[src/rtl/serial_config_loader_regs.svh]
// register offsets, reset values and timing counts of the serial configuration loader
`ifndef SERIAL_CONFIG_LOADER_REGS_SVH
`define SERIAL_CONFIG_LOADER_REGS_SVH

// ****************************************************************
// register map, byte offsets
// ****************************************************************
`define CTRL_OFS 8'h00
`define LEN_OFS 8'h04
`define STATUS_OFS 8'h08
`define CAPTURE_OFS 8'h0c
`define COUNT_OFS 8'h10
`define CTRL_RST 32'h0000_0000
`define LEN_RST 32'h0000_1000
`define FLASH_READ_CMD 32'h0300_0000
`define CMD_LAST 6'd33

// ****************************************************************
// timing, system clock in MHz
// ****************************************************************
`define CLK_MHZ 100
`define REQ_TO_LOW_NS 600
`define REQ_TO_LOW_CYC (`REQ_TO_LOW_NS * `CLK_MHZ / 1000)
`define STATUS_MIN_US 268
`define STATUS_MIN_CYC (`STATUS_MIN_US * `CLK_MHZ)
`define INIT_OSC_MIN_US 175
`define INIT_OSC_CYC (`INIT_OSC_MIN_US * `CLK_MHZ)
`define USR_INIT_CYCLES 8576
`define CU_SERIAL_CONFIG_CLOCK_PERIODS 4
`define SERIAL_CONFIG_CLOCK_MIN_MHZ_X10 53
`define CU_WAIT_CYC ((`CU_SERIAL_CONFIG_CLOCK_PERIODS * `CLK_MHZ * 10 + `SERIAL_CONFIG_CLOCK_MIN_MHZ_X10 - 1) / `SERIAL_CONFIG_CLOCK_MIN_MHZ_X10)
`define SERIAL_CONFIG_CLOCK_MAX0_X10 125
`define SERIAL_CONFIG_CLOCK_MAX1_X10 250
`define SERIAL_CONFIG_CLOCK_MAX2_X10 500
`define SERIAL_CONFIG_CLOCK_MAX3_X10 1000

`endif

[src/rtl/serial_config_loader_pkg.sv]
// types shared by the serial configuration loader
package serial_config_loader_pkg;

  // loader sequence states
  typedef enum logic [2:0] {
    ST_POR = 3'b000,
    ST_RESET = 3'b001,
    ST_LOAD = 3'b010,
    ST_DONE = 3'b011,
    ST_INIT = 3'b100,
    ST_USER = 3'b101,
    ST_ERROR = 3'b110
  } state_t;

  // control register layout, bit 31 down to bit 0
  typedef struct packed {
    logic [22:0] rsvd;
    logic user_io_val;
    logic user_io_drive;
    logic init_done_en;
    logic usrclk_init;
    logic multi_dev;
    logic [1:0] clk_range;
    logic quad;
    logic passive_serial_mode;
  } ctrl_t;

  // status register layout, bit 31 down to bit 0
  typedef struct packed {
    logic [23:0] rsvd;
    logic pdata_level;
    logic error;
    logic user_mode;
    logic complete_level;
    logic health_level;
    state_t state;
  } status_t;

  // raw pin levels as seen at the device
  typedef struct packed {
    logic reconfig_request_low;
    logic config_health_low;
    logic configuration_complete;
    logic serial_config_clock;
    logic passive_data_in;
    logic user_clock;
    logic [3:0] active_data_lines;
  } pin_in_t;

  // pin drive levels and enables
  typedef struct packed {
    logic health_out;
    logic health_oe;
    logic complete_out;
    logic complete_oe;
    logic serial_config_clock_out;
    logic serial_config_clock_oe;
    logic active_cmd_out;
    logic flash_select_low;
    logic passive_data_out;
    logic passive_data_oe;
    logic init_done_out;
    logic init_done_oe;
    logic user_mode;
  } pin_out_t;

endpackage

[src/rtl/serial_config_loader.sv]
// serial configuration loader: reset handshake, serial load and startup
//
// Chosen here: the address map and the AHB-Lite interface to the registers.
`timescale 1ns/1ps
`include "serial_config_loader_regs.svh"
module serial_config_loader #(
  parameter int POR_CYC = 1000, // power-on delay in clocks
  parameter int STATUS_MIN_CYC = `STATUS_MIN_CYC, // least health low time
  parameter int INIT_OSC_CYC = `INIT_OSC_CYC, // oscillator startup time
  parameter int USR_CYC = `USR_INIT_CYCLES // user clock startup edges
) (
  input wire logic hclk, // system clock, 100 MHz
  input wire logic hresetn, // async reset, active low
  input wire logic ce, // clock enable, freezes all state
  input wire logic hsel, // ahb slave select
  input wire logic [31:0] haddr, // ahb address
  input wire logic [1:0] htrans, // ahb transfer type
  input wire logic hwrite, // ahb write
  input wire logic [2:0] hsize, // ahb size, words only
  input wire logic [31:0] hwdata, // ahb write data
  input wire logic hready, // ahb bus ready
  output logic hreadyout, // ahb slave ready
  output logic hresp, // ahb response, always okay
  output logic [31:0] hrdata, // ahb read data
  input wire serial_config_loader_pkg::pin_in_t pins, // raw pin levels
  output serial_config_loader_pkg::pin_out_t drv // pin drives
);
  import serial_config_loader_pkg::*;

  localparam int REQ_LIM = `REQ_TO_LOW_CYC; // bound for request response
  localparam logic [19:0] CU_WAIT = 20'(`CU_WAIT_CYC); // user clock enable delay

  pin_in_t pin_s; // synchronised pins
  state_t state_reg; // sequence state
  state_t state_next; // next sequence state
  ctrl_t ctrl_reg; // control register
  logic [31:0] len_reg; // stream length in bits
  logic [31:0] cap_reg; // last captured bits
  logic [31:0] bit_cnt_reg; // bits received
  logic [19:0] cnt_reg; // general state timer
  logic [13:0] usr_cnt_reg; // user clock edges
  logic serial_config_clock_prev_reg; // previous host clock level
  logic usr_prev_reg; // previous user clock level
  logic [2:0] div_reg; // active clock divider
  logic serial_config_clock_reg; // active clock level
  logic [31:0] cmd_sr_reg; // command shifter
  logic [5:0] cmd_cnt_reg; // command falls seen
  logic cmd_out_reg; // command line level
  logic init_en_reg; // startup pin option latched
  logic wr_pend_reg; // write data phase pending
  logic [7:0] wr_addr_reg; // write address
  logic [31:0] rd_word; // read mux
  logic [31:0] ctrl_now; // control with forwarding
  logic [31:0] len_now; // length with forwarding
  pin_out_t drv_next; // next pin drives
  status_t stat; // status word
  logic ps_rise, ps_fall, usr_rise; // edge events
  logic as_run, as_tick, as_fall; // active clock events
  logic cap_ev, loaded; // capture events
  logic [31:0] step; // bits per capture
  logic [1:0] eff_range; // clamped clock range
  logic [2:0] half; // half period in clocks
  logic addr_ok; // address phase taken

  // half period for a clock range, rounded up so the maximum is never exceeded
  function automatic logic [2:0] half_period(input logic [1:0] rng);
    int f;
    case (rng)
      2'd0: f = `SERIAL_CONFIG_CLOCK_MAX0_X10;
      2'd1: f = `SERIAL_CONFIG_CLOCK_MAX1_X10;
      2'd2: f = `SERIAL_CONFIG_CLOCK_MAX2_X10;
      default: f = `SERIAL_CONFIG_CLOCK_MAX3_X10;
    endcase
    f = (`CLK_MHZ * 10 + 2 * f - 1) / (2 * f);
    half_period = (f < 1) ? 3'd1 : 3'(f);
  endfunction

  // ****************************************************************
  // pin synchronisers
  // ****************************************************************
  sync2 #(.WIDTH(10)) u_sync (
    .hclk(hclk),
    .hresetn(hresetn),
    .ce(ce),
    .d(pins),
    .q(pin_s)
  );

  // edge history of the sampled clocks
  always_ff @(posedge hclk or negedge hresetn)
  begin
    if (!hresetn)
    begin
      serial_config_clock_prev_reg <= 1'b0;
      usr_prev_reg <= 1'b0;
    end
    else if (ce)
    begin
      serial_config_clock_prev_reg <= pin_s.serial_config_clock;
      usr_prev_reg <= pin_s.user_clock;
    end
  end

  assign ps_rise = pin_s.serial_config_clock && !serial_config_clock_prev_reg;
  assign ps_fall = !pin_s.serial_config_clock && serial_config_clock_prev_reg;
  assign usr_rise = pin_s.user_clock && !usr_prev_reg;

  // ****************************************************************
  // ahb-lite slave, zero wait states
  // ****************************************************************
  assign hreadyout = 1'b1;
  assign hresp = 1'b0;
  assign addr_ok = hsel && htrans[1] && hready;
  assign ctrl_now = (wr_pend_reg && wr_addr_reg == `CTRL_OFS) ? {23'h0, hwdata[8:0]} : ctrl_reg;
  assign len_now = (wr_pend_reg && wr_addr_reg == `LEN_OFS) ? hwdata : len_reg;

  // status word built from live state
  always_comb
  begin
    stat = '0;
    stat.state = state_reg;
    stat.health_level = pin_s.config_health_low;
    stat.complete_level = pin_s.configuration_complete;
    stat.user_mode = (state_reg == ST_USER);
    stat.error = (state_reg == ST_ERROR);
    stat.pdata_level = pin_s.passive_data_in;
  end

  // read mux; a write in its data phase is forwarded so back-to-back reads see it
  always_comb
  begin
    rd_word = 32'h0;
    if (haddr[31:8] == 24'h0)
    begin
      case (haddr[7:0])
        `CTRL_OFS: rd_word = ctrl_now;
        `LEN_OFS: rd_word = len_now;
        `STATUS_OFS: rd_word = stat;
        `CAPTURE_OFS: rd_word = cap_reg;
        `COUNT_OFS: rd_word = bit_cnt_reg;
        default: rd_word = 32'h0; // unmapped reads zero
      endcase
    end
  end

  // address phase capture and registered read data
  always_ff @(posedge hclk or negedge hresetn)
  begin
    if (!hresetn)
    begin
      wr_pend_reg <= 1'b0;
      wr_addr_reg <= 8'h0;
      hrdata <= 32'h0;
    end
    else if (ce)
    begin
      wr_pend_reg <= addr_ok && hwrite && haddr[31:8] == 24'h0;
      if (addr_ok)
        wr_addr_reg <= haddr[7:0];
      if (addr_ok && !hwrite)
        hrdata <= rd_word;
    end
  end

  // writable registers, written in the data phase
  always_ff @(posedge hclk or negedge hresetn)
  begin
    if (!hresetn)
    begin
      ctrl_reg <= `CTRL_RST;
      len_reg <= `LEN_RST;
    end
    else if (ce && wr_pend_reg)
    begin
      if (wr_addr_reg == `CTRL_OFS)
        ctrl_reg <= {23'h0, hwdata[8:0]};
      else if (wr_addr_reg == `LEN_OFS)
        len_reg <= hwdata;
    end
  end

  // ****************************************************************
  // sequence state machine
  // ****************************************************************
  always_comb
  begin
    state_next = state_reg;
    case (state_reg)
      ST_POR: // health held low through power-on delay
        if (cnt_reg >= 20'(POR_CYC - 1))
          state_next = pin_s.reconfig_request_low ? ST_LOAD : ST_RESET;
      ST_RESET: // least low time, released once request is back high
        if (cnt_reg >= 20'(STATUS_MIN_CYC - 1) && pin_s.reconfig_request_low)
          state_next = ST_LOAD;
      ST_LOAD: // health pulled low from outside aborts the load
        if (cnt_reg > 20'd3 && !pin_s.config_health_low)
          state_next = ST_ERROR;
        else if (loaded)
          state_next = ST_DONE;
      ST_DONE: // passive host supplies two more falls before startup
        if (!ctrl_reg.passive_serial_mode || (ps_fall && cnt_reg == 20'd1))
          state_next = ST_INIT;
      ST_INIT: // startup clock source chosen by control
        if (ctrl_reg.usrclk_init)
        begin
          if (cnt_reg >= CU_WAIT && usr_rise && usr_cnt_reg == 14'(USR_CYC - 1))
            state_next = ST_USER;
        end
        else if (cnt_reg >= 20'(INIT_OSC_CYC - 1))
          state_next = ST_USER;
      ST_USER: state_next = ST_USER;
      ST_ERROR: state_next = ST_ERROR;
      default: state_next = ST_ERROR;
    endcase
    // a low request restarts from any state but power-on
    if (!pin_s.reconfig_request_low && state_reg != ST_POR)
      state_next = ST_RESET;
  end

  // state register
  always_ff @(posedge hclk or negedge hresetn)
  begin
    if (!hresetn)
      state_reg <= ST_POR;
    else if (ce)
      state_reg <= state_next;
  end

  // state timer, cleared on every change; in done it counts host falls
  always_ff @(posedge hclk or negedge hresetn)
  begin
    if (!hresetn)
      cnt_reg <= 20'h0;
    else if (ce)
    begin
      if (state_next != state_reg)
        cnt_reg <= 20'h0;
      else if (cnt_reg != 20'hfffff && (state_reg != ST_DONE || ps_fall))
        cnt_reg <= cnt_reg + 20'h1;
    end
  end

  // user clock edges, counted only once the input is enabled
  always_ff @(posedge hclk or negedge hresetn)
  begin
    if (!hresetn)
      usr_cnt_reg <= 14'h0;
    else if (ce)
    begin
      if (state_reg != ST_INIT)
        usr_cnt_reg <= 14'h0;
      else if (cnt_reg >= CU_WAIT && usr_rise)
        usr_cnt_reg <= usr_cnt_reg + 14'h1;
    end
  end

  // ****************************************************************
  // active serial clock and command
  // ****************************************************************
  // fastest range clamped in chains; 50 and 100 ranges both reach hclk/2
  assign eff_range = (ctrl_reg.multi_dev && ctrl_reg.clk_range == 2'd3) ? 2'd2 : ctrl_reg.clk_range;
  assign half = half_period(eff_range);
  assign as_run = (state_reg == ST_LOAD) && !ctrl_reg.passive_serial_mode;
  assign as_tick = as_run && (div_reg == half - 3'd1);
  assign as_fall = as_tick && serial_config_clock_reg;

  // divider runs only while loading; the clock rests low otherwise
  always_ff @(posedge hclk or negedge hresetn)
  begin
    if (!hresetn)
    begin
      div_reg <= 3'h0;
      serial_config_clock_reg <= 1'b0;
    end
    else if (ce)
    begin
      if (!as_run)
      begin
        div_reg <= 3'h0;
        serial_config_clock_reg <= 1'b0;
      end
      else if (as_tick)
      begin
        div_reg <= 3'h0;
        serial_config_clock_reg <= !serial_config_clock_reg;
      end
      else
        div_reg <= div_reg + 3'h1;
    end
  end

  // read command shifted out after each falling edge
  always_ff @(posedge hclk or negedge hresetn)
  begin
    if (!hresetn)
    begin
      cmd_sr_reg <= `FLASH_READ_CMD;
      cmd_cnt_reg <= 6'h0;
      cmd_out_reg <= 1'b0;
    end
    else if (ce)
    begin
      if (state_reg != ST_LOAD)
      begin
        cmd_sr_reg <= `FLASH_READ_CMD;
        cmd_cnt_reg <= 6'h0;
        cmd_out_reg <= 1'b0;
      end
      else if (as_fall && cmd_cnt_reg != `CMD_LAST)
      begin
        cmd_out_reg <= cmd_sr_reg[31];
        cmd_sr_reg <= {cmd_sr_reg[30:0], 1'b0};
        cmd_cnt_reg <= cmd_cnt_reg + 6'h1;
      end
    end
  end

  // ****************************************************************
  // data capture
  // ****************************************************************
  // passive samples on host rises active on own falls after the command
  assign cap_ev = (state_reg == ST_LOAD) && (ctrl_reg.passive_serial_mode ? ps_rise :
                  (as_fall && cmd_cnt_reg == `CMD_LAST));
  assign step = (ctrl_reg.quad && !ctrl_reg.passive_serial_mode) ? 32'd4 : 32'd1;
  assign loaded = cap_ev && (bit_cnt_reg + step >= len_reg);

  // bit counter and shifter; flash errors beyond a short stream are not detected
  always_ff @(posedge hclk or negedge hresetn)
  begin
    if (!hresetn)
    begin
      bit_cnt_reg <= 32'h0;
      cap_reg <= 32'h0;
    end
    else if (ce)
    begin
      if (state_reg == ST_POR || state_reg == ST_RESET)
        bit_cnt_reg <= 32'h0;
      else if (cap_ev)
      begin
        bit_cnt_reg <= bit_cnt_reg + step;
        if (step == 32'd4)
          cap_reg <= {cap_reg[27:0], pin_s.active_data_lines};
        else if (ctrl_reg.passive_serial_mode)
          cap_reg <= {cap_reg[30:0], pin_s.passive_data_in};
        else
          cap_reg <= {cap_reg[30:0], pin_s.active_data_lines[0]};
      end
    end
  end

  // startup pin option followed from control throughout loading
  always_ff @(posedge hclk or negedge hresetn)
  begin
    if (!hresetn)
      init_en_reg <= 1'b0;
    else if (ce && state_reg == ST_RESET)
      init_en_reg <= 1'b0;
    else if (ce && state_reg == ST_LOAD)
      init_en_reg <= ctrl_reg.init_done_en;
  end

  // ****************************************************************
  // pin drives, registered
  // ****************************************************************
  always_comb
  begin
    drv_next = '0;
    drv_next.health_oe = (state_reg == ST_POR || state_reg == ST_RESET ||
                          state_reg == ST_ERROR);
    drv_next.complete_oe = (state_reg == ST_POR || state_reg == ST_RESET ||
                            state_reg == ST_LOAD || state_reg == ST_ERROR);
    drv_next.serial_config_clock_out = serial_config_clock_reg;
    drv_next.serial_config_clock_oe = !ctrl_reg.passive_serial_mode;
    drv_next.active_cmd_out = cmd_out_reg;
    drv_next.flash_select_low = !as_run;
    drv_next.init_done_oe = init_en_reg && (state_reg == ST_LOAD || state_reg == ST_DONE ||
                            state_reg == ST_INIT);
    drv_next.user_mode = (state_reg == ST_USER);
    if (state_reg == ST_USER && ctrl_reg.passive_serial_mode)
    begin
      drv_next.passive_data_oe = ctrl_reg.user_io_drive;
      drv_next.passive_data_out = ctrl_reg.user_io_val;
    end
  end

  always_ff @(posedge hclk or negedge hresetn)
  begin
    if (!hresetn)
      drv <= '{health_oe: 1'b1, complete_oe: 1'b1, flash_select_low: 1'b1, default: 1'b0};
    else if (ce)
      drv <= drv_next;
  end

  // ****************************************************************
  // assertions
  // ****************************************************************
  a_req_pins_low: assert property (@(posedge hclk) disable iff (!hresetn || !ce)
    $fell(pin_s.reconfig_request_low) |-> ##[1:REQ_LIM] (drv.health_oe && drv.complete_oe))
    else $error("request low did not pull both pins low");
  a_por_health: assert property (@(posedge hclk) disable iff (!hresetn || !ce)
    (state_reg == ST_POR) |=> drv.health_oe)
    else $error("health released during power-on delay");
  a_complete_low: assert property (@(posedge hclk) disable iff (!hresetn || !ce)
    (state_reg == ST_LOAD) |=> drv.complete_oe && !drv.complete_out)
    else $error("completion released during load");
  a_whole_stream: assert property (@(posedge hclk) disable iff (!hresetn || !ce)
    $rose(state_reg == ST_DONE) |-> bit_cnt_reg >= len_reg)
    else $error("completion before whole stream");
  a_health_min: assert property (@(posedge hclk) disable iff (!hresetn || !ce)
    (state_reg == ST_RESET ##1 state_reg == ST_LOAD) |->
      $past(cnt_reg) >= 20'(STATUS_MIN_CYC - 1))
    else $error("health low time too short");
  a_user_pins: assert property (@(posedge hclk) disable iff (!hresetn || !ce)
    (state_reg == ST_USER) |=> drv.user_mode && !drv.health_oe && !drv.complete_oe)
    else $error("user mode with pins held low");
  a_osc_startup: assert property (@(posedge hclk) disable iff (!hresetn || !ce)
    (state_reg == ST_INIT ##1 state_reg == ST_USER && !ctrl_reg.usrclk_init) |->
      $past(cnt_reg) == 20'(INIT_OSC_CYC - 1))
    else $error("oscillator startup time wrong");
  a_usr_startup: assert property (@(posedge hclk) disable iff (!hresetn || !ce)
    (state_reg == ST_INIT ##1 state_reg == ST_USER && ctrl_reg.usrclk_init) |->
      $past(usr_cnt_reg) == 14'(USR_CYC - 1) && $past(cnt_reg) >= CU_WAIT)
    else $error("user clock startup count wrong");
  a_init_done_low: assert property (@(posedge hclk) disable iff (!hresetn || !ce)
    ($rose(state_reg == ST_LOAD) && ctrl_reg.init_done_en) |-> ##2 drv.init_done_oe)
    else $error("startup pin not driven low");
  a_cmd_on_fall: assert property (@(posedge hclk) disable iff (!hresetn || !ce)
    ($changed(cmd_out_reg) && state_reg == ST_LOAD) |-> $past(as_fall))
    else $error("command changed off a falling edge");
  a_ps_on_rise: assert property (@(posedge hclk) disable iff (!hresetn || !ce)
    ($changed(bit_cnt_reg) && $past(state_reg) == ST_LOAD && ctrl_reg.passive_serial_mode)
      |-> $past(ps_rise))
    else $error("passive bit taken off a rising edge");
  a_chain_range: assert property (@(posedge hclk) disable iff (!hresetn || !ce)
    (as_run && ctrl_reg.multi_dev) |-> eff_range != 2'd3)
    else $error("chain clock at fastest range");
  a_quad_step: assert property (@(posedge hclk) disable iff (!hresetn || !ce)
    (cap_ev && ctrl_reg.quad && !ctrl_reg.passive_serial_mode) |=>
      bit_cnt_reg == $past(bit_cnt_reg) + 32'd4)
    else $error("quad capture did not take four bits");
  c_user: cover property (@(posedge hclk) disable iff (!hresetn) $rose(state_reg == ST_USER));
  c_error: cover property (@(posedge hclk) disable iff (!hresetn) $rose(state_reg == ST_ERROR));
  c_reconf: cover property (@(posedge hclk) disable iff (!hresetn)
    state_reg == ST_USER ##1 state_reg == ST_RESET);
  c_quad: cover property (@(posedge hclk) disable iff (!hresetn)
    cap_ev && ctrl_reg.quad && !ctrl_reg.passive_serial_mode);
endmodule

[src/rtl/sync2.sv]
// two-flop synchroniser for a vector of pin levels
`timescale 1ns/1ps
module sync2 #(
  parameter int WIDTH = 1
) (
  input wire logic hclk, // system clock
  input wire logic hresetn, // async reset, active low
  input wire logic ce, // clock enable
  input wire logic [WIDTH-1:0] d, // asynchronous levels
  output logic [WIDTH-1:0] q // synchronised levels
);
  logic [WIDTH-1:0] meta_reg; // first stage, read only by q

  // ****************************************************************
  // two stages, reset to zero
  // ****************************************************************
  always_ff @(posedge hclk or negedge hresetn)
  begin
    if (!hresetn)
    begin
      meta_reg <= '0;
      q <= '0;
    end
    else if (ce)
    begin
      meta_reg <= d;
      q <= meta_reg;
    end
  end
endmodule

[config.mk]
export PLATFORM = sky130hd
export DESIGN_NAME = serial_config_loader
export DESIGN_NICKNAME = d
export VERILOG_FILES = /design/src/rtl/serial_config_loader_pkg.sv /design/src/rtl/serial_config_loader.sv /design/src/rtl/sync2.sv
export VERILOG_INCLUDE_DIRS = /design/src /design/src/rtl
export SDC_FILE = /design/constraint.sdc
export NUM_CORES = 1
export LEC_CHECK = 0
export BUFFER_PORTS_ARGS = -buffer_cell sky130_fd_sc_hd__buf_2
export CORE_MARGIN = 4
export CORE_UTILIZATION = 54
export DETAILED_ROUTE_END_ITERATION = 12
export GPL_TIMING_DRIVEN = 0
export PLACE_DENSITY = 0.77
export SYNTH_ARGS = -nofsm -noshare
export SYNTH_HDL_FRONTEND = slang
export SYNTH_HIERARCHICAL = 1
export SYNTH_SLANG_ARGS = --single-unit
[constraint.sdc]
create_clock -name hclk -period 4.8 [get_ports hclk]
set_input_delay 0.24 -clock hclk [delete_from_list [all_inputs] [get_ports hclk]]
set_output_delay 0.24 -clock hclk [all_outputs]
set_load 0.005 [all_outputs]
==> run summary <==
The number of global-route vias before repair was 10980. The slack of the critical path came out at 103.5 ps. The number of buffers created by CTS came out at 26. The die area came out at 26660 sq um.

In this run the power spent charging and discharging nets is 1.315 mW. The fraction of final layout cells sized beyond drive strength 1 is 20.83%. The number of distinct library cells after synthesis is 82.

Once detail routing completed, the nets flagged for antenna violations numbered 0. The core region is 23610 sq um. The total wirelength of the detailed-routed design is 34.65 mm. The path class of the tightest hold or removal check is input port to flip-flop. The number of hold violations in the final report is 0.

The leakage dissipation is 7.201 nW. Global routing used 26.18% of the available tracks. After detailed routing, the average wire length per cell comes to 18.43 um. On the critical path, the stage with the largest delay is an instance of sky130_fd_sc_hd__a2111o_1. The average cell area after synthesis came out at 9.820 sq um. The netlist area before placement came out at 13020 sq um. The buffers plus inverters on the worst setup path came out at 5. The fmax is 0.2129 GHz. The post-synthesis cell type with the largest combined area is sky130_fd_sc_hd__dfrtp_1.

Ranked by total cell area, the synthesized netlist is headed by sky130_fd_sc_hd__dfrtp_1, sky130_fd_sc_hd__mux2i_1, sky130_fd_sc_hd__nand2_1, sky130_fd_sc_hd__o21ai_0, sky130_fd_sc_hd__mux2_2. The root buffer cell chosen for the clock tree is sky130_fd_sc_hd__clkbuf_16. Setup violations remaining at the end of the flow were counted as 0. The post-placement setup slack is -917.4 ps.

For this run, design rule violations remaining after detail routing come to 0. The period utilization came out at 97.84%. The register area share after synthesis is 45.22%. The via density per instance is 5.789. The standard-cell row count came out at 56. The total half-perimeter wirelength after legalization and detailed placement is 24.30 mm.

From left edge to right edge, the die measures 163.3 um. The critical path capture point type is a flip-flop. The switching part of the total power is 26.88%. The total power density per cell area is 310.0 nW/um^2. The clock network fraction of design power came out at 40.4%. The shortest clock period the worst path allows after layout came out at 4696 ps. Across the routed clock network, the largest skew measured is 15.35 ps. The cell-internal power came out at 3.578 mW.

Leaving out fill and tap cells, the most frequent cell in the layout is sky130_fd_sc_hd__dfrtp_1. In this run the tightest slew margin relative to its limit is 20.62%. The number of antenna violations at the first check in global routing was 2. From synthesis to final layout, the design area changed by 21.21%. The async set or reset register ratio after synthesis is 100.0%. The initial utilization of the core area, before any placement, comes to 55.15%.

The number of max-cap violations is 0. For the worst-skew pair, the clock arrives at the later sink with an insertion delay of 530 ps. The final layout contains 1667 nets. The share of total power dissipated in sequential elements is 43.5%. The wire length of the first global-routing pass came out at 56.95 mm. In this run, synthesis inferred 0 flip-flops with an integrated enable. The dominant register cell in the synthesized netlist is sky130_fd_sc_hd__dfrtp_1. The total I/O pin count is 132. The post-synthesis sequential element count is 235. The first-pass iteration count of the detailed router came out at 5. The overflow left after global routing came out at 0. Entering global routing, the biggest net connects 123 pins. For this block, the via count after detailed routing is 10880.

The critical path is of the flip-flop to flip-flop type. The transition time at the pin with the least slew margin is 1186 ps. The critical path's top delay family is simple AND/OR/NAND/NOR gates. Routability-driven placement finished with a final weighted congestion of 0.9486.

The fill cell instance count of the final layout came out at 1801. The count of yosys warnings during synthesis is 6. The maximum vdd ir drop is 0.3045 mV. After clock tree synthesis, the clock-pin slew on the worst setup and hold paths is 60 ps. The gate count after technology mapping is 1326. In this design, the stage delay of the slowest critical-path cell is 470 ps. Of all nets on the critical path, the largest fanout is 11. The maximum level of the CTS H-tree is 1. After routing, the total negative slack on setup checks comes to 0 ps. STA puts the critical path data arrival time at 5170 ps. The deepest clock path buffer count is 3. TritonCTS built the clock tree. The number of violations reported at the end of detailed-routing iteration 0 is 834.

The max-slew violation total from the final report is 0. The number of input and output port buffers inserted is 121. The required arrival time at the worst endpoint came out at 5270 ps.

The tree built by TritonCTS fans out to 235 sinks. The category of the worst setup path launch point is a flip-flop. Of the total power, combinational logic draws 16.2%. The flow ran to the end, and the final reports show no timing, DRC or antenna violations.

The critical path goes through buf_8 -> nor2b_2 -> clkbuf_8 -> ha_4 -> a31oi_4 -> or3_4 -> nor2_4 -> and2_4 -> nand3_2 -> xnor2_2 -> ha_1 -> and4_4 -> a221o_1 -> a2111o_1 -> o211ai_1 -> buf_4 -> nand4b_4 -> and2_4 -> buf_8 -> clkbuf_16 -> nor2_4. The die outline height came out at 163.3 um. The area share of the largest cell type after synthesis is 44.01%. The top cell types in the final layout, fill and taps aside, are sky130_fd_sc_hd__dfrtp_1, sky130_fd_sc_hd__nand2_1, sky130_fd_sc_hd__o21ai_0, sky130_fd_sc_hd__buf_2, sky130_fd_sc_hd__mux2i_1.
[synth_stat cells, drive strengths merged, types with 4 or more instances]
master	count
buf	20
a22o	23
ha	42
nor2b	4
inv	52
nor4	10
nor2	70
or2	5
nand4	17
a21o	6
and2	8
a21oi	37
nand2	191
a211oi	4
a31oi	7
or3	5
and4	5
dfstp	6
mux2i	78
dfrtp	229
nor3	16
o21ai	144
or4	8
a22oi	31
nand3	40
and3	14
xor2	28
clkbuf	65
nand2b	6
xnor2	33
mux2	68
o31ai	4
[timing repair]
item / CTS / global route
endpoints found under the setup margin: 21 / 19
pin swaps: 8 / 15
gates resized for setup: 20 / 22
cloned: 0 / 1
buffers inserted: 7 / 7
hold endpoints to repair: 92 / 0
hold buffers: 49 / 0
[through the flow]
stage | total power [mW] | hold WS (ps) | cell area, sq um | util [%] | instances
2_1_floorplan | 2.610 | -55.59 | 13050 | - | 1329
3_3_place_gp | 2.811 | 450.3 | 14050 | 59.50 | 1769
3_5_place_dp | 2.842 | 134.8 | 14110 | 59.78 | 1771
4_1_cts | 4.845 | 27.40 | 15620 | 66.13 | 1872
5_1_grt | 5.086 | 34.14 | 15780 | 66.84 | 1880
6_report | 4.893 | 32.29 | 15780 | 66.84 | 1880
[power groups by stage]
| stage | combinational [mW] | sequential [mW] | clock [mW] |
|---|---|---|---|
| final | 0.791 | 2.13 | 1.97 |
| after global placement | 0.657 | 2.15 | 0 |
| after global routing | 0.863 | 2.14 | 2.09 |
| after floorplan | 0.472 | 2.14 | 0 |
| after CTS | 0.719 | 2.13 | 2.00 |
| after detailed placement | 0.683 | 2.16 | 0 |
[final cells by class]
type,instances,area (sq um),share of cell area (%)
repair buffers,187,1291,8.181
clock buffers,40,814.5,5.161
diodes,1,2.502,0.01586
multi-input cells,956,6738,42.69
clock inverters,8,47.55,0.3013
well taps,319,399.1,2.529
inverters,53,198.9,1.261
plain buffers,81,402.9,2.553
flip-flops and latches,235,5888,37.31
[cells by family (layout without fill, tap and decap cells)]
family | count (synthesis) | count (layout) | synth area share (%)
buf+inv | 138 | 369 | 4.574
fa+ha+maj | 42 | 42 | 4.036
simple gates | 417 | 417 | 16.04
xor+xnor | 61 | 61 | 4.103
flops | 235 | 235 | 45.22
compound gates | 285 | 285 | 13.52
other cells | 2 | 6 | 0.05768
mux | 146 | 146 | 12.45
[layer usage]
| metal | track usage, % | share of wire (%) |
|---|---|---|
| met1 | 35.29 | 42 |
| met2 | 44.17 | 48 |
| met3 | 3.407 | 5.8 |
| met4 | 8.464 | 3.7 |
| met5 | 0 | 0.020 |
[final timing paths]
check | from | to | slack [ps] | cells after the start
worst max-delay path | ctrl_reg[0]$_DFFE_PN0P_ | cnt_reg[16]$_DFFE_PN0P_ | 100 | 21
worst min-delay path | hwdata[8] | len_reg[8]$_DFFE_PN0P_ | 30 | 2
worst max register to register | ctrl_reg[0]$_DFFE_PN0P_ | cnt_reg[16]$_DFFE_PN0P_ | 100 | 21
worst min register to register | hrdata[16]$_DFFE_PN0P_ | hrdata[16]$_DFFE_PN0P_ | 470 | 2
max in group asynchronous | hresetn | cmd_sr_reg[24]$_DFFE_PN1P_ | 3400 | 4
min in group asynchronous | hresetn | hrdata[24]$_DFFE_PN0P_ | 180 | 2
No activity file was read; power rests on OpenSTA's default activity.
